<file path="config.mk">
export PLATFORM = sky130hd
export DESIGN_NAME = ssr_status
export DESIGN_NICKNAME = d
export VERILOG_FILES = /design/src/ssr_pkg.sv /design/src/ssr_group.sv /design/src/ssr_status.sv
export SDC_FILE = /design/constraint.sdc
export NUM_CORES = 1
export LEC_CHECK = 0
export ABC_AREA = 1
export BUFFER_PORTS_ARGS = -buffer_cell sky130_fd_sc_hd__buf_4
export CORE_MARGIN = 1.5
export CORE_UTILIZATION = 57
export CTS_CLUSTER_DIAMETER = 80
export CTS_CLUSTER_SIZE = 20
export DETAILED_ROUTE_END_ITERATION = 10
export GPL_TIMING_DRIVEN = 0
export PLACE_DENSITY = 0.78
export SLEW_MARGIN = 20
export SYNTH_ARGS = -nofsm -noshare
export SYNTH_HDL_FRONTEND = slang
export SYNTH_SLANG_ARGS = --single-unit
</file>
<file path="constraint.sdc">
create_clock -name clock_i -period 2.3 [get_ports clock_i]
set_input_delay 0.46 -clock clock_i [delete_from_list [all_inputs] [get_ports clock_i]]
set_output_delay 0.46 -clock clock_i [all_outputs]
set_load 0.05 [all_outputs]
</file>
<file path="src/ssr_pkg.sv">
// Shared constants and carrier types for the instrument status reporting block.
// Assumes one clock domain and a host command port already decoded into register selects.
package ssr_pkg;

  localparam int SSR_GROUP_WIDTH = 16;
  localparam int SSR_BYTE_WIDTH = 8;
  localparam int SSR_GROUP_COUNT = 2;

  // Group indexes of the SCPI register groups
  localparam int SSR_GRP_QUES = 0;
  localparam int SSR_GRP_OPER = 1;

  // Bit 15 of every 16-bit part is forced to zero
  localparam logic [15:0] SSR_GROUP_MASK = 16'h7fff;

  localparam logic [15:0] SSR_PTR_RESET = 16'h7fff;
  localparam logic [15:0] SSR_NTR_RESET = 16'h0000;
  localparam logic [15:0] SSR_ENABLE_RESET = 16'h0000;
  localparam logic [15:0] SSR_EVENT_RESET = 16'h0000;
  localparam logic [15:0] SSR_COND_RESET = 16'h0000;
  localparam logic [7:0] SSR_SRE_RESET = 8'h00;
  localparam logic [7:0] SSR_ESE_RESET = 8'h00;
  localparam logic [7:0] SSR_ESR_RESET = 8'h00;
  localparam logic [7:0] SSR_STB_RESET = 8'h00;

  // Status byte bit positions
  localparam int SSR_STB_ERRQ = 2;
  localparam int SSR_STB_QUES = 3;
  localparam int SSR_STB_MAV = 4;
  localparam int SSR_STB_ESB = 5;
  localparam int SSR_STB_MSS = 6;
  localparam int SSR_STB_OPER = 7;
  // Bits 0, 1 unused and bit 6 never qualifies a request
  localparam logic [7:0] SSR_STB_REQ_MASK = 8'hbc;
  localparam logic [7:0] SSR_ZERO_BYTE = 8'h00;
  localparam logic [15:0] SSR_ZERO_WORD = 16'h0000;

  typedef enum logic [1:0] {
    SSR_TGT_COMMON,
    SSR_TGT_QUES,
    SSR_TGT_OPER,
    SSR_TGT_NONE
  } ssr_target_type;

  // Parts of a SCPI group, or the common registers when target is common
  typedef enum logic [2:0] {
    SSR_PART_COND,
    SSR_PART_PTR,
    SSR_PART_NTR,
    SSR_PART_EVENT,
    SSR_PART_ENABLE,
    SSR_PART_STB,
    SSR_PART_SRE,
    SSR_PART_ESE
  } ssr_part_type;

  // Common ESR read uses target common with part event
  typedef struct packed {
    logic valid;
    logic write;
    ssr_target_type target;
    ssr_part_type part;
    logic [15:0] wdata;
  } ssr_cmd_type;

  typedef struct packed {
    logic valid;
    logic [15:0] data;
  } ssr_rsp_type;

endpackage : ssr_pkg

</file>
<file path="src/ssr_group.sv">
// One 16-bit SCPI status group: condition, two transition filters, event latch, enable.
// Assumes the parent hands it one-cycle read and write strobes already decoded to this group, with the part alongside.
`timescale 1ns/1ps
module ssr_group
  import ssr_pkg::*;
(
  input wire logic clock_i,
  input wire logic rstn_i,
  input wire logic [15:0] cond_i,
  input wire logic wr_i,
  input wire logic rd_i,
  input wire ssr_part_type part_i,
  input wire logic [15:0] wdata_i,
  output logic [15:0] rdata_o,
  output logic summary_o
);

  typedef struct packed {
    logic [15:0] cond;
    logic [15:0] ptr;
    logic [15:0] falling_transition_filter;
    logic [15:0] evt;
    logic [15:0] en;
  } ssr_group_state_type;

  ssr_group_state_type state_reg;
  ssr_group_state_type state_next;
  logic [15:0] rise;
  logic [15:0] fall;

  always_comb begin
    state_next = state_reg;
    state_next.cond = cond_i & SSR_GROUP_MASK;
    rise = state_next.cond & ~state_reg.cond & state_reg.ptr;
    fall = ~state_next.cond & state_reg.cond & state_reg.falling_transition_filter;
    if (wr_i && part_i == SSR_PART_PTR) begin
      state_next.ptr = wdata_i & SSR_GROUP_MASK;
    end
    if (wr_i && part_i == SSR_PART_NTR) begin
      state_next.falling_transition_filter = wdata_i & SSR_GROUP_MASK;
    end
    if (wr_i && part_i == SSR_PART_ENABLE) begin
      state_next.en = wdata_i & SSR_GROUP_MASK;
    end
    // New transitions are merged after the clear so none is lost
    if (rd_i && part_i == SSR_PART_EVENT) begin
      state_next.evt = SSR_EVENT_RESET;
    end
    state_next.evt = state_next.evt | rise | fall;
  end

  always_comb begin
    case (part_i)
      SSR_PART_COND: rdata_o = state_reg.cond;
      SSR_PART_PTR: rdata_o = state_reg.ptr;
      SSR_PART_NTR: rdata_o = state_reg.falling_transition_filter;
      SSR_PART_EVENT: rdata_o = state_reg.evt;
      SSR_PART_ENABLE: rdata_o = state_reg.en;
      default: rdata_o = SSR_ZERO_WORD;
    endcase
  end

  assign summary_o = |(state_reg.evt & state_reg.en);

  always_ff @(posedge clock_i) begin
    if (!rstn_i) begin
      state_reg.cond <= SSR_COND_RESET;
      state_reg.ptr <= SSR_PTR_RESET;
      state_reg.falling_transition_filter <= SSR_NTR_RESET;
      state_reg.evt <= SSR_EVENT_RESET;
      state_reg.en <= SSR_ENABLE_RESET;
    end else begin
      state_reg <= state_next;
    end
  end

endmodule : ssr_group

</file>
<file path="src/ssr_status.sv">
// Top of the status reporting block: two SCPI groups, event status byte, status byte,
// service request enable and service request output.
// Assumes the host command decoder presents one command per cycle on cmd_i.
`timescale 1ns/1ps
// Functional notes
// - Five 16-bit parts share bit positions
// - Bit 15 of every part reads zero
// - Condition follows inputs, read-only, not cleared
// - Rising edge sets event when positive filter set
// - Falling edge sets event when negative filter set
// - Transition filters read/write, reads harmless
// - Events latch until read, read clears
// - Summary is OR of event AND enable
// - Enable part read/write, not cleared
// - Group summary feeds next level condition
// - Status byte bit 6 is master summary
// - Status byte readable by query and poll
// - Request enable per bit, bit 6 ignored
// - Enabled status bit rising raises service request
// - Request enable written and read back
// - Bit 2 flags error queue not empty
// - Bit 3 is questionable group summary
// - Bit 4 flags message available
// - Bit 5 is event status summary
// - Bit 7 is operation group summary
// - Message available from output buffer state
// - Enabled event status rise sets bit 5
module ssr_status
  import ssr_pkg::*;
(
  input wire logic clock_i,
  input wire logic rstn_i,
  input wire ssr_cmd_type cmd_i,
  input wire logic [15:0] ques_cond_i,
  input wire logic [15:0] oper_cond_i,
  input wire logic [7:0] esr_set_i,
  input wire logic err_queue_nonempty_i,
  input wire logic out_buffer_nonempty_i,
  input wire logic serial_poll_i,
  output ssr_rsp_type rsp_o,
  output logic [7:0] status_byte_o,
  output logic srq_o
);

  typedef struct packed {
    logic [7:0] service_request_enable;
    logic [7:0] ese;
    logic [7:0] esr;
    logic [7:0] stb;
    logic srq;
    ssr_rsp_type rsp;
  } ssr_top_state_type;

  ssr_top_state_type state_reg;
  ssr_top_state_type state_next;
  logic [15:0] grp_cond [SSR_GROUP_COUNT];
  logic [15:0] grp_rdata [SSR_GROUP_COUNT];
  logic [SSR_GROUP_COUNT-1:0] grp_summary;
  logic [SSR_GROUP_COUNT-1:0] grp_wr;
  logic [SSR_GROUP_COUNT-1:0] grp_rd;
  logic [7:0] stb_raw;
  logic [7:0] req_bits;
  logic [7:0] req_bits_prev;
  logic esb;

  // True when the command addresses the given target and part
  function automatic logic cmd_hit(input ssr_cmd_type c, input ssr_target_type t,
                                   input ssr_part_type p);
    cmd_hit = c.valid && c.target == t && c.part == p;
  endfunction : cmd_hit

  function automatic ssr_target_type grp_target(input int g);
    grp_target = (g == SSR_GRP_QUES) ? SSR_TGT_QUES : SSR_TGT_OPER;
  endfunction : grp_target

  assign grp_cond[SSR_GRP_QUES] = ques_cond_i;
  assign grp_cond[SSR_GRP_OPER] = oper_cond_i;

  genvar gi;
  generate
    for (gi = 0; gi < SSR_GROUP_COUNT; gi++) begin : g_group
      assign grp_wr[gi] = cmd_i.valid && cmd_i.write && cmd_i.target == grp_target(gi);
      assign grp_rd[gi] = cmd_i.valid && !cmd_i.write && cmd_i.target == grp_target(gi);
      ssr_group u_group (
        .clock_i(clock_i),
        .rstn_i(rstn_i),
        .cond_i(grp_cond[gi]),
        .wr_i(grp_wr[gi]),
        .rd_i(grp_rd[gi]),
        .part_i(cmd_i.part),
        .wdata_i(cmd_i.wdata),
        .rdata_o(grp_rdata[gi]),
        .summary_o(grp_summary[gi])
      );
    end
  endgenerate

  // Event status summary; a level on enabled latched bits covers each 0-to-1 rise
  assign esb = |(state_reg.esr & state_reg.ese);

  always_comb begin
    stb_raw = SSR_ZERO_BYTE;
    stb_raw[SSR_STB_ERRQ] = err_queue_nonempty_i;
    stb_raw[SSR_STB_QUES] = grp_summary[SSR_GRP_QUES];
    stb_raw[SSR_STB_MAV] = out_buffer_nonempty_i;
    stb_raw[SSR_STB_ESB] = esb;
    stb_raw[SSR_STB_OPER] = grp_summary[SSR_GRP_OPER];
    req_bits = stb_raw & state_reg.service_request_enable & SSR_STB_REQ_MASK;
    stb_raw[SSR_STB_MSS] = |req_bits;
  end

  // Previous qualified bits, taken from the registered byte for edge detection
  assign req_bits_prev = state_reg.stb & state_reg.service_request_enable & SSR_STB_REQ_MASK;

  always_comb begin
    state_next = state_reg;
    state_next.stb = stb_raw;
    state_next.rsp.valid = 1'b0;
    state_next.rsp.data = SSR_ZERO_WORD;
    if (cmd_hit(cmd_i, SSR_TGT_COMMON, SSR_PART_SRE) && cmd_i.write) begin
      state_next.service_request_enable = cmd_i.wdata[7:0];
    end
    if (cmd_hit(cmd_i, SSR_TGT_COMMON, SSR_PART_ESE) && cmd_i.write) begin
      state_next.ese = cmd_i.wdata[7:0];
    end
    if (cmd_hit(cmd_i, SSR_TGT_COMMON, SSR_PART_EVENT) && !cmd_i.write) begin
      state_next.esr = SSR_ESR_RESET;
    end
    // Set wins over the read clear
    state_next.esr = state_next.esr | esr_set_i;
    if (cmd_i.valid && !cmd_i.write) begin
      state_next.rsp.valid = 1'b1;
      case (cmd_i.target)
        SSR_TGT_COMMON: begin
          case (cmd_i.part)
            SSR_PART_STB: state_next.rsp.data = {SSR_ZERO_BYTE, state_reg.stb};
            SSR_PART_SRE: state_next.rsp.data = {SSR_ZERO_BYTE, state_reg.service_request_enable};
            SSR_PART_ESE: state_next.rsp.data = {SSR_ZERO_BYTE, state_reg.ese};
            SSR_PART_EVENT: state_next.rsp.data = {SSR_ZERO_BYTE, state_reg.esr};
            default: state_next.rsp.data = SSR_ZERO_WORD;
          endcase
        end
        SSR_TGT_QUES: state_next.rsp.data = grp_rdata[SSR_GRP_QUES];
        SSR_TGT_OPER: state_next.rsp.data = grp_rdata[SSR_GRP_OPER];
        default: state_next.rsp.data = SSR_ZERO_WORD;
      endcase
    end else if (serial_poll_i) begin
      state_next.rsp.valid = 1'b1;
      state_next.rsp.data = {SSR_ZERO_BYTE, state_reg.stb};
    end
    // Request held until the controller polls; a fresh rise in that cycle still wins
    if (serial_poll_i) begin
      state_next.srq = 1'b0;
    end
    if (|(req_bits & ~req_bits_prev)) begin
      state_next.srq = 1'b1;
    end
  end

  always_ff @(posedge clock_i) begin
    if (!rstn_i) begin
      state_reg.service_request_enable <= SSR_SRE_RESET;
      state_reg.ese <= SSR_ESE_RESET;
      state_reg.esr <= SSR_ESR_RESET;
      state_reg.stb <= SSR_STB_RESET;
      state_reg.srq <= 1'b0;
      state_reg.rsp.valid <= 1'b0;
      state_reg.rsp.data <= SSR_ZERO_WORD;
    end else begin
      state_reg <= state_next;
    end
  end

  assign rsp_o = state_reg.rsp;
  assign status_byte_o = state_reg.stb;
  assign srq_o = state_reg.srq;

endmodule : ssr_status

</file>
Yosys cells after proc, flatten, opt, wreduce, memory -nomap -nowiden
Cells that the tools add are included.
- memory bits (writable): 0
- flip-flop bits (word level): 204
- output and inout bits: 26
- latch bits: 0
- input port bits: 68
- logic and storage cells: 94
- memories kept: 0
- ROM bits: 0
- bitwise gates (word level): 24
- equal/unequal tests: 9
- shift-type cells: 0
- magnitude comparators: 0
- add/subtract/negate cells: 0
- multipliers: 0
- reductions and logical operators: 30
- divide/modulo/power cells: 0
- muxes and demuxes: 11
- operators with widths (operator ; count):
    $pmux W16 S5 ; 2
    $and A16 B15 Y16 ; 6
    $or A16 B16 Y16 ; 4
    $pmux W16 S3 ; 1
    $mux W17 ; 2
    $and A15 B16 Y16 ; 2
    $and A16 B16 Y16 ; 2
    $and A8 B8 Y8 ; 4
    $mux W16 ; 2
    $not A15 Y16 ; 2
    $not A16 Y16 ; 2
    $pmux W8 S4 ; 1
    $reduce_or A16 Y1 ; 2
    $logic_and A1 B1 Y1 ; 21
    $reduce_or A8 Y1 ; 2
    $eq A3 B3 Y1 const B ; 4
    $mux W8 ; 1
    $not A8 Y8 ; 1
    $or A8 B8 Y8 ; 1
    $eq A3 B2 Y1 const B ; 2
    $reduce_or A5 Y1 ; 1
    $eq A3 B1 Y1 const B ; 1
    $logic_not A3 Y1 ; 1
    $eq A2 B1 Y1 const B ; 1
    5 further kinds ; 6

Depth between registers and ports, before layout
- depth after elaboration: 7
- mapped depth: 12
- mapped depth without buffers: 10

By module
Synthesis repeated with hierarchy kept, for this count alone.
- cells, all modules: 1595
- area total of the unflattened synthesis: 10786.6 um2
- modules (own cells, without submodules) (module ; seq. area each (um2) ; instances ; cells an instance ; area each (um2)):
    ssr_group ; 1501.4 ; 2 ; 622 ; 4141.5
    ssr_status ; 960.9 ; 1 ; 351 ; 2503.7

Least setup slack after synthesis
No wires, ideal clock.
- path type: in2reg
- from: input cmd_i[17] (netlist name)
- to: register g_group[0].u_group.state_reg[27] (netlist name)
- buffers on the path: 3
- arrival: 1443 ps
- setup slack: 724 ps
- required time: 2167 ps
- stages: 8
- cells stage by stage: buf_4 -> nand2_4 -> nor2_4 -> buf_4 -> nand3_1 -> buf_2 -> nand2_1 -> a31oi_1
- longest elaborated chain between the ends: 5
- RTL lines (what ; line ; source):
    start: declaration ; ssr_status.sv:33 ; input wire ssr_cmd_type cmd_i,
    $eq A3 B2 Y1 ; ssr_group.sv:46 ; if (rd_i && part_i == SSR_PART_EVENT) begin
    $logic_and A1 B1 Y1 ; ssr_group.sv:46 ;
    $mux W16 ; ssr_group.sv:46 ;
    $or A16 B16 Y16 (2 in series) ; ssr_group.sv:49 ; state_next.evt = state_next.evt | rise | fall;
    end signal: assignment ; ssr_group.sv:73 ; state_reg <= state_next;
    end: declaration ; ssr_group.sv:26 ; ssr_group_state_type state_reg;
Every way passes these cells.
A chain may end at the register's enable or synchronous reset.

Final worst setup path
- from: input cmd_i[18] (netlist name)
- to: register state_reg, in the netlist rsp_o[1]
- longest elaborated chain between the ends: 4
- elaborated cells on any way between the ends: 13
- those cells by class: eq/ne: 7; mux: 5; reduce/logical: 1
- RTL lines (what ; line ; source):
    $eq A3 B3 Y1, or another cell as far along ; ssr_group.sv:53 ; case (part_i)
    $pmux W16 S5 or $pmux W8 S4 (tied branches) ; ssr_group.sv:53, ssr_status.sv:135 ;
    $pmux W16 S3 * ; ssr_status.sv:133 ; case (cmd_i.target)
    $mux W17 * ; ssr_status.sv:131 ; if (cmd_i.valid && !cmd_i.write) begin
    end signal: assignment ; ssr_status.sv:170 ; state_reg <= state_next;
    end: declaration ; ssr_status.sv:54 ; ssr_top_state_type state_reg;
Mark *: on every way between the ends. The rest lies on a longest branch, timed or not.

==> impl_metrics.tcl <==
set metrics [dict create \
    setup_tns_ps 0 \
    hold-path-cell-count 3 \
    core.rowCount 46 \
    synthSimpleGateAreaFrac 0.313 \
    multiInputGateArea_um2 4140 \
    wl_um 29500 \
    ioPinCount 94 \
    stdcell_area_um2 10600 \
    cts_htree_levels 4 \
    synth_cell_type_count 35 \
    post-route-period-util 0.780 \
    worstPathMaxFanout 10 \
    r2r_slack_ps 650 \
    cts_hold_buf 0 \
    grt_max_degree 18 \
    hold_end "g_group[0].u_group.state_reg[68]$_SDFF_PN0_" \
    worstPathCellList "buf_6, inv_2, buf_6, nand2_2, inv_2, nand2_1, o211ai_1, o21ai_0, nand2_1, nand2_1, nand2_1" \
    dpl_cell_area_um2 10000 \
    tritoncts "yes" \
    synthXorXnorAreaFrac 0 \
    critical_path_required_ps 2610 \
    grt_util_all_layers 0.356 \
    antenna_found_initial 0 \
    fmax_mhz 558 \
    initial_utilization 0.580 \
    crit_family "simple AND/OR/NAND/NOR gates" \
    syn_to_final_growth_pct 16.4 \
    viasPerCell 5.67 \
    ctsResizeCount 0 \
    ant_nets 0 \
    die-area_um2 16800 \
    num_vias 9310 \
    gp_congestion 0.943 \
    synth_area_um2 9140 \
    power.leakage_nw 5.07 \
    synth_top_family_by_area "simple AND/OR/NAND/NOR gates" \
    critical-path-max-stage-delay_ps 360 \
    avgSynthCellArea_um2 6.96 \
    fin_skew_ps 11.1 \
    setup_viol 0 \
    power_density_nw_per_um2 710 \
    place_inst 1609 \
    diodes 0 \
    dpl_worst_slack_ps 166 \
    slew_headroom 0.389 \
    final_cell_mix "nand2_1 (352), dfxtp_1 (197), nor2_1 (165)" \
    crit_path_frequent_cell "nand2_1" \
    reg2reg_to "srq_o$_SDFFE_PN0P_" \
    slew_violations 0 \
    synth_fa_ha_area_frac 0 \
    hpwlAfterDp_um 20600 \
    crit_arrival_ps 2100 \
    rsz0062_at_grt "false" \
    firstDrtPassIters 6 \
    fillCellCount 1428 \
    die_w_um 130 \
    ys_seq_elements 197 \
    worst_path_max_delay_cell "o21ai_0" \
    die_h_um 130 \
    grt_pass1_vias 8152 \
    cts_buffers 17 \
    clockRootBuffer "clkbuf_16" \
    hold_viol_final 0 \
    path_buf_inv 4 \
    drc 0 \
    hp-start "ques_cond_i[4]" \
    maxCapViolations 0 \
    wire_per_inst_um 18.0 \
    fin_util 0.674 \
    r2r_start "g_group[1].u_group.state_reg[27]$_SDFF_PN0_" \
    fin_nets 1480 \
    peakVddDrop_v 0.000591 \
    clock-sinks 197 \
    drt-initial-drc-count 1416 \
    largest_register_ffs 150 \
    path_clk_slew_ps 70 \
    ys_seq_area_frac 0.431 \
    synth_compound_area_frac 0.139 \
    clock_path_buffers 2 \
    critPathLaunchType "primary input" \
    yosysWarnings 0 \
    outcome "completed" \
    hp-class "in -> reg" \
    synth_mux_area_frac 0 \
    end_kind "register" \
    worst_pin_slew_ps 917 \
    drive_above_1_share 0.145 \
    finalWorstSetupSlack_ps 507 \
    synthesis.instances 1314 \
    port_buffers 77 \
    p_total_mw 7.56 \
    cts_setup_buffers 0 \
    finalNonFillerCells 1641 \
    whs_ps 203 \
    worst-setup-path-type "in -> reg" \
    grt_overflow 0 \
    fin_crit_ps 1790 \
    coreArea_um2 15800 \
    clock_latency_ps 440 \
    layout_commonest_cell "nand2_1" \
    grt_pass1_wl_um 45000 \
    reg2reg_depth 8 \
    ff_latch_area_um2 3940 \
]
## cell families after synthesis
family / count (synthesis)
simple gates: 665
flops: 197
compound gates: 229
buf+inv: 222
other cells: 1
## synth_stat cells (all sizes together)
cell type / number / area [um^2]
a211oi: 1 / 7.51
a21oi: 51 / 255
a22o: 2 / 17.5
a31oi: 32 / 200
buf: 64 / 464
clkbuf: 24 / 90.1
clkinv: 1 / 3.75
conb: 1 / 3.75
dfxtp: 197 / 3940
inv: 133 / 507
nand2: 357 / 1370
nand3: 97 / 508
nand3b: 4 / 30.0
nand4: 25 / 156
nor2: 179 / 785
nor3: 3 / 15.0
o211ai: 18 / 135
o21ai: 114 / 574
o221ai: 3 / 26.3
o22ai: 7 / 43.8
o31ai: 1 / 7.51
## final cells by class
| class | instances | share of cell area |
|---|---|---|
| sequential | 197 | 0.371 |
| inverter | 134 | 0.0480 |
| timing repair buffer | 77 | 0.0543 |
| tap | 216 | 0.0254 |
| clock inverter | 13 | 0.0185 |
| clock buffer | 19 | 0.0416 |
| buffer | 88 | 0.0521 |
| multi-input combinational | 897 | 0.389 |
## worst max-delay path by stage
stage | cells past startpoint | endpoint | slack (ps) | startpoint
floorplan | 8 | g_group[0].u_group.state_reg[27]$_SDFF_PN0_ | 720 | cmd_i[17]
global placement | 11 | rsp_o[1]$_SDFF_PN0_ | 160 | cmd_i[18]
detailed placement | 9 | rsp_o[4]$_SDFF_PN0_ | 170 | cmd_i[17]
CTS | 9 | rsp_o[4]$_SDFF_PN0_ | 620 | cmd_i[17]
global route | 11 | rsp_o[1]$_SDFF_PN0_ | 530 | cmd_i[18]
finish | 11 | rsp_o[1]$_SDFF_PN0_ | 510 | cmd_i[18]
## tightest hold or removal path, stage by stage
cell and delay, ps:
buf_4 80, nand2_1 40, inv_1 40
## per-layer routing
metal,routed length [um],GRT usage
met5,0,0
met2,12800,0.531
met4,1040,0.158
met1,12100,0.498
met3,3470,0.0747
## power breakdown
| part | total (mW) | internal [mW] | switching [mW] |
|---|---|---|---|
| clock network | 3.26 | 1.87 | 1.39 |
| logic | 0.702 | 0.230 | 0.471 |
| registers | 3.59 | 3.51 | 0.0814 |
No activity file was read; power rests on OpenSTA's default activity.
